===== src/logic/fhm_pkg.sv =====
// Constants shared by the flash headroom and general control registers.
// Assumes a single 40 MHz core clock and an I2C-style serial host.
`default_nettype none

package fhm_pkg;

  // ----------------------------------------------------------------------
  // Register map and reset values
  // ----------------------------------------------------------------------
  localparam logic [7:0] FLASH_LIMITS_OFF = 8'h35;
  localparam logic [7:0] GEN_CTRL_OFF     = 8'h36;
  localparam logic [7:0] FLASH_LIMITS_RST = 8'h00;
  localparam logic [7:0] GEN_CTRL_RST     = 8'h00;
  localparam logic [7:0] GEN_CTRL_WMASK   = 8'hEF; // Bit 4 unused
  localparam logic [7:0] UNMAPPED_RDATA   = 8'h00;

  // ----------------------------------------------------------------------
  // Field positions
  // ----------------------------------------------------------------------
  localparam int START_MSB    = 7;
  localparam int START_LSB    = 4;
  localparam int CEIL_MSB     = 3;
  localparam int CEIL_LSB     = 0;
  localparam int VAR_SRC_BIT  = 7;
  localparam int IRQ_SRC_BIT  = 6;
  localparam int LOW_PWR_BIT  = 5;
  localparam int BOOST_BIT    = 3;
  localparam int GRP_DIM_BIT  = 2;
  localparam int PWM_SRC_BIT  = 1;
  localparam int INT_CLK_BIT  = 0;

  // ----------------------------------------------------------------------
  // Headroom voltage coding, in millivolts
  // ----------------------------------------------------------------------
  localparam logic [10:0] HR_BASE_MV     = 11'h12C; // 300 mV at code 0
  localparam logic [10:0] HR_STEP_MV     = 11'h064; // 100 mV per code
  localparam logic [3:0]  START_TOP_CODE = 4'h4;    // 700 mV
  localparam logic [3:0]  CEIL_TOP_CODE  = 4'hA;    // 1300 mV

  // ----------------------------------------------------------------------
  // Serial port
  // ----------------------------------------------------------------------
  localparam logic [3:0] BYTE_BITS = 4'h8;

  typedef enum logic [3:0] {
    S_IDLE, S_ADDR, S_ADDR_ACK, S_PTR, S_PTR_ACK,
    S_WR, S_WR_ACK, S_RD, S_RD_ACK
  } fhm_state_t;

endpackage : fhm_pkg

`default_nettype wire


===== src/logic/fhm_cfg_if.sv =====
// Carries the two stored register bytes from the serial front end to the
// decode stage. Assumes both ends run on core_clk.
`timescale 1ns/1ps
`default_nettype none

interface fhm_cfg_if;
  logic [7:0] flash_byte;
  logic [7:0] ctrl_byte;

  modport src (output flash_byte, output ctrl_byte);
  modport dst (input flash_byte, input ctrl_byte);
endinterface : fhm_cfg_if

`default_nettype wire


===== src/logic/fhm_cfg_decode.sv =====
// Turns the stored register bytes into registered controls and routes the
// selectable sources. Assumes ext_pwm_pin is asynchronous to core_clk.
`timescale 1ns/1ps
`default_nettype none

module fhm_cfg_decode
  import fhm_pkg::*;
(
  // Clock and reset
  input  wire logic        core_clk,
  input  wire logic        rstn,
  // Stored register bytes
  fhm_cfg_if.dst           cfg,
  // Selectable sources
  input  wire logic [7:0]  var_d_host,
  input  wire logic [7:0]  var_d_adc,
  input  wire logic        zone_change_irq,
  input  wire logic        engine_irq,
  input  wire logic        haptic_pwm,
  input  wire logic        ext_pwm_pin,
  // Decoded controls
  output logic      [10:0] headroom_start_mv,
  output logic      [10:0] headroom_max_mv,
  output logic      [7:0]  var_d,
  output logic             irq_out,
  output logic             dbc_pwm,
  output logic             low_power_enable,
  output logic             boost_enable,
  output logic             group_dim_on_disable,
  output logic             int_clk_select
);

  // ----------------------------------------------------------------------
  // Helpers
  // ----------------------------------------------------------------------
  function automatic logic [10:0] code_mv(input logic [3:0] c);
    code_mv = HR_BASE_MV + 11'(c) * HR_STEP_MV;
  endfunction : code_mv

  // Codes past the top defined step hold that step
  function automatic logic [3:0] clamp(input logic [3:0] c,
                                       input logic [3:0] top);
    clamp = (c > top) ? top : c;
  endfunction : clamp

  logic       ext_s1_r;
  logic       ext_s2_r;
  logic       ext_s3_r;
  logic       ext_f_r;
  logic [3:0] start_code;
  logic [3:0] ceil_code;

  assign start_code = cfg.flash_byte[START_MSB:START_LSB];
  assign ceil_code  = cfg.flash_byte[CEIL_MSB:CEIL_LSB];

  // ----------------------------------------------------------------------
  // External PWM pin synchroniser; glitches shorter than a cycle are lost
  // ----------------------------------------------------------------------
  always_ff @(posedge core_clk) begin
    if (!rstn) begin
      ext_s1_r <= 1'b0;
      ext_s2_r <= 1'b0;
      ext_s3_r <= 1'b0;
      ext_f_r  <= 1'b0;
    end else begin
      ext_s1_r <= ext_pwm_pin;
      ext_s2_r <= ext_s1_r;
      ext_s3_r <= ext_s2_r;
      if (ext_s2_r == ext_s3_r) begin
        ext_f_r <= ext_s3_r;
      end
    end
  end

  // Headroom targets, clamped to the defined steps
  always_ff @(posedge core_clk) begin
    if (!rstn) begin
      headroom_start_mv <= HR_BASE_MV;
      headroom_max_mv   <= HR_BASE_MV;
    end else begin
      headroom_start_mv <= code_mv(clamp(start_code, START_TOP_CODE));
      headroom_max_mv   <= code_mv(clamp(ceil_code, CEIL_TOP_CODE));
    end
  end

  // Plain enables and source routing
  always_ff @(posedge core_clk) begin
    if (!rstn) begin
      var_d                <= 8'h00;
      irq_out              <= 1'b0;
      dbc_pwm              <= 1'b0;
      low_power_enable     <= 1'b0;
      boost_enable         <= 1'b0;
      group_dim_on_disable <= 1'b0;
      int_clk_select       <= 1'b0;
    end else begin
      var_d   <= cfg.ctrl_byte[VAR_SRC_BIT] ? var_d_adc : var_d_host;
      irq_out <= cfg.ctrl_byte[IRQ_SRC_BIT] ? engine_irq
                                            : zone_change_irq;
      dbc_pwm <= cfg.ctrl_byte[PWM_SRC_BIT] ? ext_f_r : haptic_pwm;
      low_power_enable     <= cfg.ctrl_byte[LOW_PWR_BIT];
      boost_enable         <= cfg.ctrl_byte[BOOST_BIT];
      group_dim_on_disable <= cfg.ctrl_byte[GRP_DIM_BIT];
      int_clk_select       <= cfg.ctrl_byte[INT_CLK_BIT];
    end
  end
endmodule : fhm_cfg_decode

`default_nettype wire


===== src/logic/fhm_regs.sv =====
// Flash headroom limits and general control registers behind a serial
// two-wire slave port. Assumes scl and sda come from pins in another
// clock domain and that the pad resolves sda from sda_oe (open drain).
//
// How it works
// Bits 7:4 of flash limits pick start voltage, 300 to 700 mV.
// Bits 3:0 of flash limits pick ceiling voltage, 300 to 1300 mV.
// Control bit 7 takes variable D from converter, else host register.
// Control bit 6 takes interrupt from engines, else ambient zone change.
// Control bit 5 enables power-save mode.
// Control bit 3 enables the boost converter.
// Control bit 2 fades group outputs to off on disable.
// Control bit 1 feeds external PWM pin, else haptic PWM, to backlight.
// Control bit 0 selects internal oscillator, else external clock.
// Undefined headroom codes hold the last defined voltage step.
`timescale 1ns/1ps
`default_nettype none

module fhm_regs
  import fhm_pkg::*;
#(
  parameter logic [6:0] DEV_ADDR = 7'h1A  // Arbitrary slave address
)(
  // Clock and reset
  input  wire logic        core_clk,
  input  wire logic        rstn,
  // Serial port pins
  input  wire logic        scl_i,
  input  wire logic        sda_i,
  output logic             sda_o,
  output logic             sda_oe,
  // Selectable sources
  input  wire logic [7:0]  var_d_host,
  input  wire logic [7:0]  var_d_adc,
  input  wire logic        zone_change_irq,
  input  wire logic        engine_irq,
  input  wire logic        haptic_pwm,
  input  wire logic        ext_pwm_pin,
  // Decoded controls
  output logic      [10:0] headroom_start_mv,
  output logic      [10:0] headroom_max_mv,
  output logic      [7:0]  var_d,
  output logic             irq_out,
  output logic             dbc_pwm,
  output logic             low_power_enable,
  output logic             boost_enable,
  output logic             group_dim_on_disable,
  output logic             int_clk_select
);

  // ----------------------------------------------------------------------
  // Declarations
  // ----------------------------------------------------------------------
  logic [2:0] scl_s_r;     // [0] first stage, read only by [1]
  logic [2:0] sda_s_r;
  logic       scl_f_r;
  logic       sda_f_r;
  logic       scl_rise;
  logic       scl_fall;
  logic       sda_rise;
  logic       sda_fall;
  logic       start_det;
  logic       stop_det;
  fhm_state_t state_r;
  logic [3:0] cnt_r;
  logic [7:0] shift_r;
  logic [7:0] ptr_r;
  logic       rw_r;
  logic       nack_r;
  logic       sda_oe_r;
  logic       byte_done;
  logic       wr_stb;
  logic [7:0] rd_byte;
  logic [7:0] flash_r;
  logic [7:0] ctrl_r;

  fhm_cfg_if cfg ();

  // ----------------------------------------------------------------------
  // Pin synchronisers; a level counts once stages two and three agree
  // ----------------------------------------------------------------------
  always_ff @(posedge core_clk) begin
    if (!rstn) begin
      scl_s_r <= 3'h7;
      sda_s_r <= 3'h7;
      scl_f_r <= 1'b1;
      sda_f_r <= 1'b1;
    end else begin
      scl_s_r <= {scl_s_r[1:0], scl_i};
      sda_s_r <= {sda_s_r[1:0], sda_i};
      if (scl_s_r[1] == scl_s_r[2]) begin
        scl_f_r <= scl_s_r[2];
      end
      if (sda_s_r[1] == sda_s_r[2]) begin
        sda_f_r <= sda_s_r[2];
      end
    end
  end

  // Edges of the filtered levels
  assign scl_rise  = (scl_s_r[1] == scl_s_r[2]) && scl_s_r[2] && !scl_f_r;
  assign scl_fall  = (scl_s_r[1] == scl_s_r[2]) && !scl_s_r[2] && scl_f_r;
  assign sda_rise  = (sda_s_r[1] == sda_s_r[2]) && sda_s_r[2] && !sda_f_r;
  assign sda_fall  = (sda_s_r[1] == sda_s_r[2]) && !sda_s_r[2] && sda_f_r;
  assign start_det = sda_fall && scl_f_r;
  assign stop_det  = sda_rise && scl_f_r;
  assign byte_done = (cnt_r == BYTE_BITS);

  // A data byte is stored on the falling clock after its eighth bit
  assign wr_stb = scl_fall && !start_det && !stop_det &&
                  (state_r == S_WR) && byte_done;

  // ----------------------------------------------------------------------
  // Read mux; unmapped offsets read as zero and bit 4 of control as zero
  // ----------------------------------------------------------------------
  always_comb begin
    case (ptr_r)
      FLASH_LIMITS_OFF: rd_byte = flash_r;
      GEN_CTRL_OFF:     rd_byte = ctrl_r & GEN_CTRL_WMASK;
      default:          rd_byte = UNMAPPED_RDATA;
    endcase
  end

  // ----------------------------------------------------------------------
  // Serial protocol engine
  // ----------------------------------------------------------------------
  // Sda only moves on the falling clock so the host never sees a false
  // start or stop from us; the pointer auto-increments on every data byte.
  always_ff @(posedge core_clk) begin
    if (!rstn) begin
      state_r  <= S_IDLE;
      cnt_r    <= 4'h0;
      shift_r  <= 8'h00;
      ptr_r    <= 8'h00;
      rw_r     <= 1'b0;
      nack_r   <= 1'b0;
      sda_oe_r <= 1'b0;
    end else if (stop_det) begin
      state_r  <= S_IDLE;
      sda_oe_r <= 1'b0;
    end else if (start_det) begin
      state_r  <= S_ADDR;
      cnt_r    <= 4'h0;
      sda_oe_r <= 1'b0;
    end else if (scl_rise) begin
      case (state_r)
        S_ADDR, S_PTR, S_WR: begin
          shift_r <= {shift_r[6:0], sda_f_r};
          cnt_r   <= cnt_r + 4'h1;
        end
        S_RD: begin
          cnt_r <= cnt_r + 4'h1;
        end
        S_RD_ACK: begin
          nack_r <= sda_f_r;
        end
        default: begin
        end
      endcase
    end else if (scl_fall) begin
      case (state_r)
        S_ADDR: begin
          if (byte_done) begin
            if (shift_r[7:1] == DEV_ADDR) begin
              state_r  <= S_ADDR_ACK;
              rw_r     <= shift_r[0];
              sda_oe_r <= 1'b1;
            end else begin
              state_r <= S_IDLE;
            end
          end
        end
        S_PTR: begin
          if (byte_done) begin
            ptr_r    <= shift_r;
            state_r  <= S_PTR_ACK;
            sda_oe_r <= 1'b1;
          end
        end
        S_WR: begin
          if (byte_done) begin
            ptr_r    <= ptr_r + 8'h01;
            state_r  <= S_WR_ACK;
            sda_oe_r <= 1'b1;
          end
        end
        S_ADDR_ACK: begin
          cnt_r <= 4'h0;
          if (rw_r) begin
            shift_r  <= rd_byte;
            sda_oe_r <= ~rd_byte[7];
            state_r  <= S_RD;
          end else begin
            sda_oe_r <= 1'b0;
            state_r  <= S_PTR;
          end
        end
        S_PTR_ACK, S_WR_ACK: begin
          cnt_r    <= 4'h0;
          sda_oe_r <= 1'b0;
          state_r  <= S_WR;
        end
        S_RD: begin
          if (byte_done) begin
            ptr_r    <= ptr_r + 8'h01;
            sda_oe_r <= 1'b0;
            state_r  <= S_RD_ACK;
          end else begin
            shift_r  <= {shift_r[6:0], 1'b0};
            sda_oe_r <= ~shift_r[6];
          end
        end
        S_RD_ACK: begin
          cnt_r <= 4'h0;
          if (nack_r) begin
            state_r <= S_IDLE;
          end else begin
            shift_r  <= rd_byte;
            sda_oe_r <= ~rd_byte[7];
            state_r  <= S_RD;
          end
        end
        default: begin
          state_r <= S_IDLE;
        end
      endcase
    end
  end

  // ----------------------------------------------------------------------
  // Register storage
  // ----------------------------------------------------------------------
  always_ff @(posedge core_clk) begin
    if (!rstn) begin
      flash_r <= FLASH_LIMITS_RST;
      ctrl_r  <= GEN_CTRL_RST;
    end else if (wr_stb) begin
      case (ptr_r)
        FLASH_LIMITS_OFF: flash_r <= shift_r;
        GEN_CTRL_OFF:     ctrl_r  <= shift_r & GEN_CTRL_WMASK;
        default: begin
        end
      endcase
    end
  end

  // Open drain: only ever pulls low
  assign sda_o  = 1'b0;
  assign sda_oe = sda_oe_r;

  assign cfg.flash_byte = flash_r;
  assign cfg.ctrl_byte  = ctrl_r;

  // ----------------------------------------------------------------------
  // Decode stage
  // ----------------------------------------------------------------------
  fhm_cfg_decode u_decode (
    .core_clk             (core_clk),
    .rstn                 (rstn),
    .cfg                  (cfg),
    .var_d_host           (var_d_host),
    .var_d_adc            (var_d_adc),
    .zone_change_irq      (zone_change_irq),
    .engine_irq           (engine_irq),
    .haptic_pwm           (haptic_pwm),
    .ext_pwm_pin          (ext_pwm_pin),
    .headroom_start_mv    (headroom_start_mv),
    .headroom_max_mv      (headroom_max_mv),
    .var_d                (var_d),
    .irq_out              (irq_out),
    .dbc_pwm              (dbc_pwm),
    .low_power_enable     (low_power_enable),
    .boost_enable         (boost_enable),
    .group_dim_on_disable (group_dim_on_disable),
    .int_clk_select       (int_clk_select)
  );
endmodule : fhm_regs

`default_nettype wire


===== config.mk =====
export PLATFORM = sky130hd
export DESIGN_NAME = fhm_regs
export DESIGN_NICKNAME = d
export VERILOG_FILES = /design/src/logic/fhm_pkg.sv /design/src/logic/fhm_cfg_if.sv /design/src/logic/fhm_cfg_decode.sv /design/src/logic/fhm_regs.sv
export SDC_FILE = /design/constraint.sdc
export NUM_CORES = 1
export LEC_CHECK = 0
export ABC_AREA = 1
export BUFFER_PORTS_ARGS = -buffer_cell sky130_fd_sc_hd__buf_2
export CAP_MARGIN = 0
export CORE_ASPECT_RATIO = 1.2
export CORE_MARGIN = 4
export CORE_UTILIZATION = 45
export DETAILED_ROUTE_END_ITERATION = 8
export GPL_ROUTABILITY_DRIVEN = 0
export SETUP_SLACK_MARGIN = 0.5
export SYNTH_ARGS = -nofsm -noshare
export SYNTH_HDL_FRONTEND = slang
export SYNTH_SLANG_ARGS = --single-unit

===== constraint.sdc =====
create_clock -name core_clk -period 4.6 [get_ports core_clk]
set_input_delay 0.92 -clock core_clk [delete_from_list [all_inputs] [get_ports core_clk]]
set_output_delay 0.92 -clock core_clk [all_outputs]
set_load 0.02 [all_outputs]

# Word-level counts from Yosys, hierarchy flattened
# Index checks and enable logic that the tools add are counted.
dict set report word_totals {
  elab_cells 158
  mem_count 0
  reg_bits 90
  ramBits 0
  latchBits 0
  rom_bits 0
}
dict set report op_classes {
  n_mux 39
  mul 2
  bitwise 6
  n_addsub 4
  eq_ne 33
  n_reduce_logical 45
  div_mod_pow 0
  shift 0
  n_lt_le_gt_ge 2
}
# operator count
set ops {}
lappend ops {{$mux 8} 9}
lappend ops {{$mux 4} 11}
lappend ops {{$pmux 8 s2} 2}
lappend ops {{$pmux 4 s7} 1}
lappend ops {{$pmux 8 s3} 1}
lappend ops {{$add 9x11->11 const A} 2}
lappend ops {{$ne 3x3->1 const B} 7}
lappend ops {{$reduce_and 7->1} 3}
lappend ops {{$mul 4x5->9 const B} 2}
lappend ops {{$eq 4x3->1 const B} 4}
lappend ops {{$eq 8x6->1 const B} 2}
lappend ops {{$logic_and 1x1->1} 14}
lappend ops {{$ne 2x2->1 const B} 6}
lappend ops {{$reduce_and 6->1} 2}
lappend ops {{$mux 1} 11}
lappend ops {{$add 8x1->8 const B} 1}
lappend ops {{$eq 4x2->1 const B} 2}
lappend ops {{$eq 4x4->1 const B} 2}
lappend ops {{$ne 2x1->1 const B} 4}
lappend ops {{$reduce_and 4->1} 2}
lappend ops {{$reduce_and 8->1} 1}
lappend ops {{$reduce_or 2->1} 4}
lappend ops {{$reduce_or 4->1} 2}
lappend ops {{$eq 7x5->1 const B} 1}
lappend ops {{17 further kinds} 35}

# Longest topological paths before layout
dict set report depth {
  depth_word 10
  depth_mapped 15
  mapped_depth_nobuf 15
}

# By module
# From an unflattened synthesis, not the netlist that was laid out.
dict set report unflattened {
  hier_cells 653
  hier_area_um2 4558.1
}
# mod instances seq_area_each_um2 area_per_inst_um2 cells_per_inst
set modules_own_cells {}
lappend modules_own_cells {fhm_regs 1 1001.0 2805.2 429}
lappend modules_own_cells {fhm_cfg_decode 1 720.7 1752.9 224}

# Least setup slack after synthesis
# No wires, ideal clock.
dict set report synth_path {
  path_kind {flip-flop to flip-flop}
  startpoint {reg flash_r[2], in the netlist cfg.flash_byte[2]}
  endpoint {reg u_decode.headroom_max_mv[9]}
  slack_ns 2.273
  setup_time_ns 0.115
  path_stages_with_launch 15
  arrival_ns 2.212
  t_required_ns 4.485
  cell_sequence {dfxtp_1 inv_1 nand2_1 nand2_1 inv_1 nor2_1 inv_1 ha_1 ha_1 fa_1 xor2_1 nor2_1 nand3_1 a21oi_1 nor2_1}
}
dict set report synth_between {
  elab_chain_len 4
}
# element line
set synth_rtl {}
lappend synth_rtl {{from (decl)} fhm_regs.sv:74} ;# logic [7:0] flash_r;
lappend synth_rtl {{from (signal assigned)} fhm_regs.sv:239} ;# FLASH_LIMITS_OFF: flash_r <= shift_r;
lappend synth_rtl {{$gt 4x4->1} fhm_cfg_decode.sv:43} ;# clamp = (c > top) ? top : c;
lappend synth_rtl {{$mux 4 (*)} fhm_cfg_decode.sv:43}
lappend synth_rtl {{$mul 4x5->9 (*)} fhm_cfg_decode.sv:37} ;# code_mv = HR_BASE_MV + 11'(c) * HR_STEP_MV;
lappend synth_rtl {{$add 9x11->11 (*)} fhm_cfg_decode.sv:37}
lappend synth_rtl {{to (signal assigned)} fhm_cfg_decode.sv:82} ;# headroom_max_mv <= code_mv(clamp(ceil_code, CEIL_TOP_CODE));
lappend synth_rtl {{to (decl)} fhm_cfg_decode.sv:23} ;# output logic [10:0] headroom_max_mv,
# Mark *: on every way between the ends. The rest lies on a longest branch, timed or not.
# A chain may end at the register's enable or synchronous reset.

# Worst setup path after layout
dict set report layout_path {
  startpoint {reg flash_r[3], in the netlist cfg.flash_byte[3]}
  endpoint {reg u_decode.headroom_max_mv[9]}
}
# Same word-level chain as after synthesis.

==> metrics.md <==
| Metric | Value |
|---|---|
| Status | `finished, final reports clean` |
| Worst slew pin tran | `around 0.64 ns` |
| Post-route ant nets | `0` |
| Number of synthesized flops with an enable pin | `0` |
| Die area | `11910 um2` |
| N_diodes | `0` |
| NumNets Final | `~750` |
| Most common cell after layout, fill and taps aside | `nand2_1` |
| Tmin final | `2.588 ns` |
| Post-Place Cells | `about 800` |
| Pin count of the biggest net entering global routing | `slightly below 70` |
| Seq cells post-synth | `86` |
| Required @ worst endpoint | `between 4 and 5 ns` |
| Fin cells | `between 800 and 900` |
| Detailed-route vias per instance | `around 5` |
| Yosys top cell area share | `0.3743` |
| Starting Density | `0.4595` |
| Largest area contributor in the netlist | `dfxtp_1` |
| TNS Setup | `0 ns` |
| Hold path depth | `1` |
| CTS clk-pin slew, worst paths | `roughly 0.060 ns` |
| Cells after Synth | `~650` |
| CTS max path bufs | `2` |
| Mean post-synth cell area | `between 7 and 8 um2` |
| R2r endpoint | `u_decode.headroom_max_mv[9]` |
| Yosys Warn Count | `0` |
| Crit path capture type | `flop` |
| Worst-path maximum fanout | `5` |
| Critical R2R Launch | `cfg.flash_byte[3]` |
| Util after Layout | `0.5224` |
| Fmax | `a little under 400 MHz` |
| Skew final | `between 0.007 and 0.008 ns` |
| Initial antenna violation count | `0` |
| Worst setup SP type | `flop` |
| Leak pwr | `between 2 and 3 nW` |
| Layout cells sized above 1 | `0.1546` |
| Inserted Clock Buffers | `9` |
| Pre-antenna DRT Iters | `4` |
| Post-DP HPWL | `about 7300 um` |
| Slowest-stage cell, CP | `fa_1` |
| Worst-Skew Late Latency | `about 0.34 ns` |
| Fillers | `~1000` |
| Final period util | `0.5626` |
| CP delay by family, top | `adder cells` |
| PnR worst setup slack | `about 2.0 ns` |
| Post-CTS Setup Bufs | `0` |
| First-pass GRT wire length | `17210 um` |
| Seq/Total Area, Yosys | `0.3743` |
| Worst path max stage delay | `approximately 0.4 ns` |
| Die height | `about 120 um` |
| Via count | `4082` |
| FF-to-FF path depth | `14` |
| Post-Syn Area | `4599 um2` |
| GRT Util Overall | `0.1750` |
| Port bufs | `56` |
| Pins Over Slew Limit | `0` |
| CTS sink count | `86` |
| IR drop worst, VDD | `around 0.21 mV` |
| # DRC | `0` |
| Vias in the first global route | `approximately 3800` |
| Unrepaired setup endpoints after global routing | `false` |
| Internal reg-to-reg setup slack | `between 2 and 2.5 ns` |
| Hold crit path type | `reg -> reg` |
| MaxCap Viol Count | `0` |
| Most used cell, CP | `nor2_1` |
| Main flop type after synthesis | `dfxtp_1` |
| Area Growth Syn to Fin | `13.68%` |
| Cell Rows | `40` |
| Core area | `approximately 10000 um2` |
| Worst Path Arrival | `about 2.8 ns` |
| Root Buffer | `clkbuf_16` |
| # setup viols final | `0` |
| Cell Chain, Critical Path | `inv_1, nor2_1, nand2_1, inv_1, nor2_1, inv_1, ha_1, ha_1, fa_1, xor2_1, nor2_1, nand3_1, a21oi_1, nor2_1` |
| Initial detailed-routing violation count | `slightly below 200` |
| Die width | `approximately 100 um` |
| Cell area power density | `between 300 and 400 nW/um2` |
| Dpl ws | `2.066 ns` |
| Cells resized by post-CTS repair | `0` |
| Hold Buf Count CTS | `0` |
| CTS tree | `yes` |
| Unique masters post-synth | `34` |
| # IOs | `62` |
| Most frequent cells in the layout | `nand2_1, nor2_1, dfxtp_1` |
| WL/cell | `between 10 and 15 um` |
| Area contributors post-synth | `dfxtp_1, nand2_1, nor2_1, ha_1, inv_1` |
| Async S/R FF share, synth | `0` |
| DRT Wirelength | `10120 um` |
| Global route overflow | `0` |
| Setup CP Type | `reg -> reg` |
| Rel. slew slack | `0.5746` |
| H-tree depth | `3` |
| Hold path start | `sda_s_r[0]` |
| Fin. Hold Viols | `0` |
| Hold EP | `sda_s_r[1]` |
| CP Buf/Inv Count | `3` |
| Hold slack final | `approximately 0.41 ns` |
routing by layer:
layer	up-vias	wire [um]	track usage
li1	2135	-	-
met1	1823	4499	0.2149
met2	104	4761	0.2960
met3	20	622	0.02834
met4	0	235	0.07835
met5	-	0	0
kinds of logic (layout without fill, tap and decap cells):
logic type	Yosys count	count (layout)	share of synthesized area
fa+ha+maj	28	28	0.07943
buf+inv	112	164	0.1077
compound gates	93	93	0.1047
simple gates	319	319	0.3177
other cells	1	7	0.0008153
xor+xnor	8	8	0.01523
flops	86	86	0.3743
power breakdown:
part           internal, mW  total (mW)  switching (mW)  leakage [nW]
combinational        0.0258      0.0771          0.0513          1.78
clock                 0.452       0.747           0.295         0.145
sequential            0.756       0.761         0.00553         0.699
total                  1.23        1.59           0.352          2.62
sequential cells by signal (all words and copies together) (netlist names), 3 cells and up:
| signal | flops |
|---|---|
| ptr_r | 8 |
| cnt_r | 4 |
| cfg.ctrl_byte | 7 |
| cfg.flash_byte | 8 |
| scl_s_r | 3 |
| u_decode.var_d | 8 |
| state_r | 4 |
| u_decode.headroom_start_mv | 9 |
| u_decode.headroom_max_mv | 9 |
| shift_r | 8 |
| sda_s_r | 3 |
cell type report:
class / count / area, um2 / area share
multi-input combinational: 455 / 2405 / 0.4599
sequential: 86 / 1722 / 0.3293
inverter: 91 / 346.6 / 0.06628
timing repair buffer: 57 / 287.8 / 0.05504
clock buffer: 12 / 256.5 / 0.04905
tap: 126 / 157.7 / 0.03015
clock inverter: 4 / 53.80 / 0.01029
per-stage QoR:
step	total power [mW]	instance area, um2
after global routing	1.653	5229
after floorplan	0.8351	4622
final	1.586	5229
after global placement	0.8551	4918
after detailed placement	0.8559	4918
after CTS	1.608	5229
worst max path at each step:
stage	start	to	slack [ns]	depth (start not counted)
after floorplan	cfg.flash_byte[2]	u_decode.headroom_max_mv[9]	2.27	14
after CTS	cfg.flash_byte[3]	u_decode.headroom_max_mv[9]	2.02	14
final	cfg.flash_byte[3]	u_decode.headroom_max_mv[9]	2.01	14
after global placement	cfg.flash_byte[3]	u_decode.headroom_max_mv[9]	2.13	14
after detailed placement	cfg.flash_byte[3]	u_decode.headroom_max_mv[9]	2.07	14
after global routing	cfg.flash_byte[3]	u_decode.headroom_max_mv[9]	1.78	15
worst register-to-register path, stage by stage, from the launching register on:
cell and delay [ns]:
dfxtp_1 0.35, inv_1 0.11, nor2_1 0.06, nand2_1 0.07, inv_1 0.07, nor2_1 0.18
inv_1 0.10, ha_1 0.33, ha_1 0.24, fa_1 0.39, xor2_1 0.19, nor2_1 0.09
nand3_1 0.10, a21oi_1 0.16, nor2_1 0.06
Yosys cell counts, types with 2 or more instances:
| library cell | instances |
|---|---|
| a21oi_1 | 43 |
| buf_4 | 8 |
| buf_6 | 4 |
| clkbuf_1 | 8 |
| dfxtp_1 | 86 |
| fa_1 | 2 |
| ha_1 | 26 |
| inv_1 | 80 |
| inv_2 | 8 |
| inv_4 | 2 |
| nand2_1 | 138 |
| nand2_2 | 5 |
| nand2_4 | 3 |
| nand3_1 | 56 |
| nand3_2 | 2 |
| nand3_4 | 3 |
| nand3b_1 | 2 |
| nand4_1 | 4 |
| nor2_1 | 87 |
| nor2_2 | 3 |
| nor2_4 | 4 |
| nor2_8 | 2 |
| nor3_1 | 6 |
| o21ai_0 | 41 |
| o21ai_1 | 6 |
| or2_2 | 4 |
| xnor2_1 | 3 |
| xor2_1 | 5 |
No activity file was read; power rests on OpenSTA's default activity.
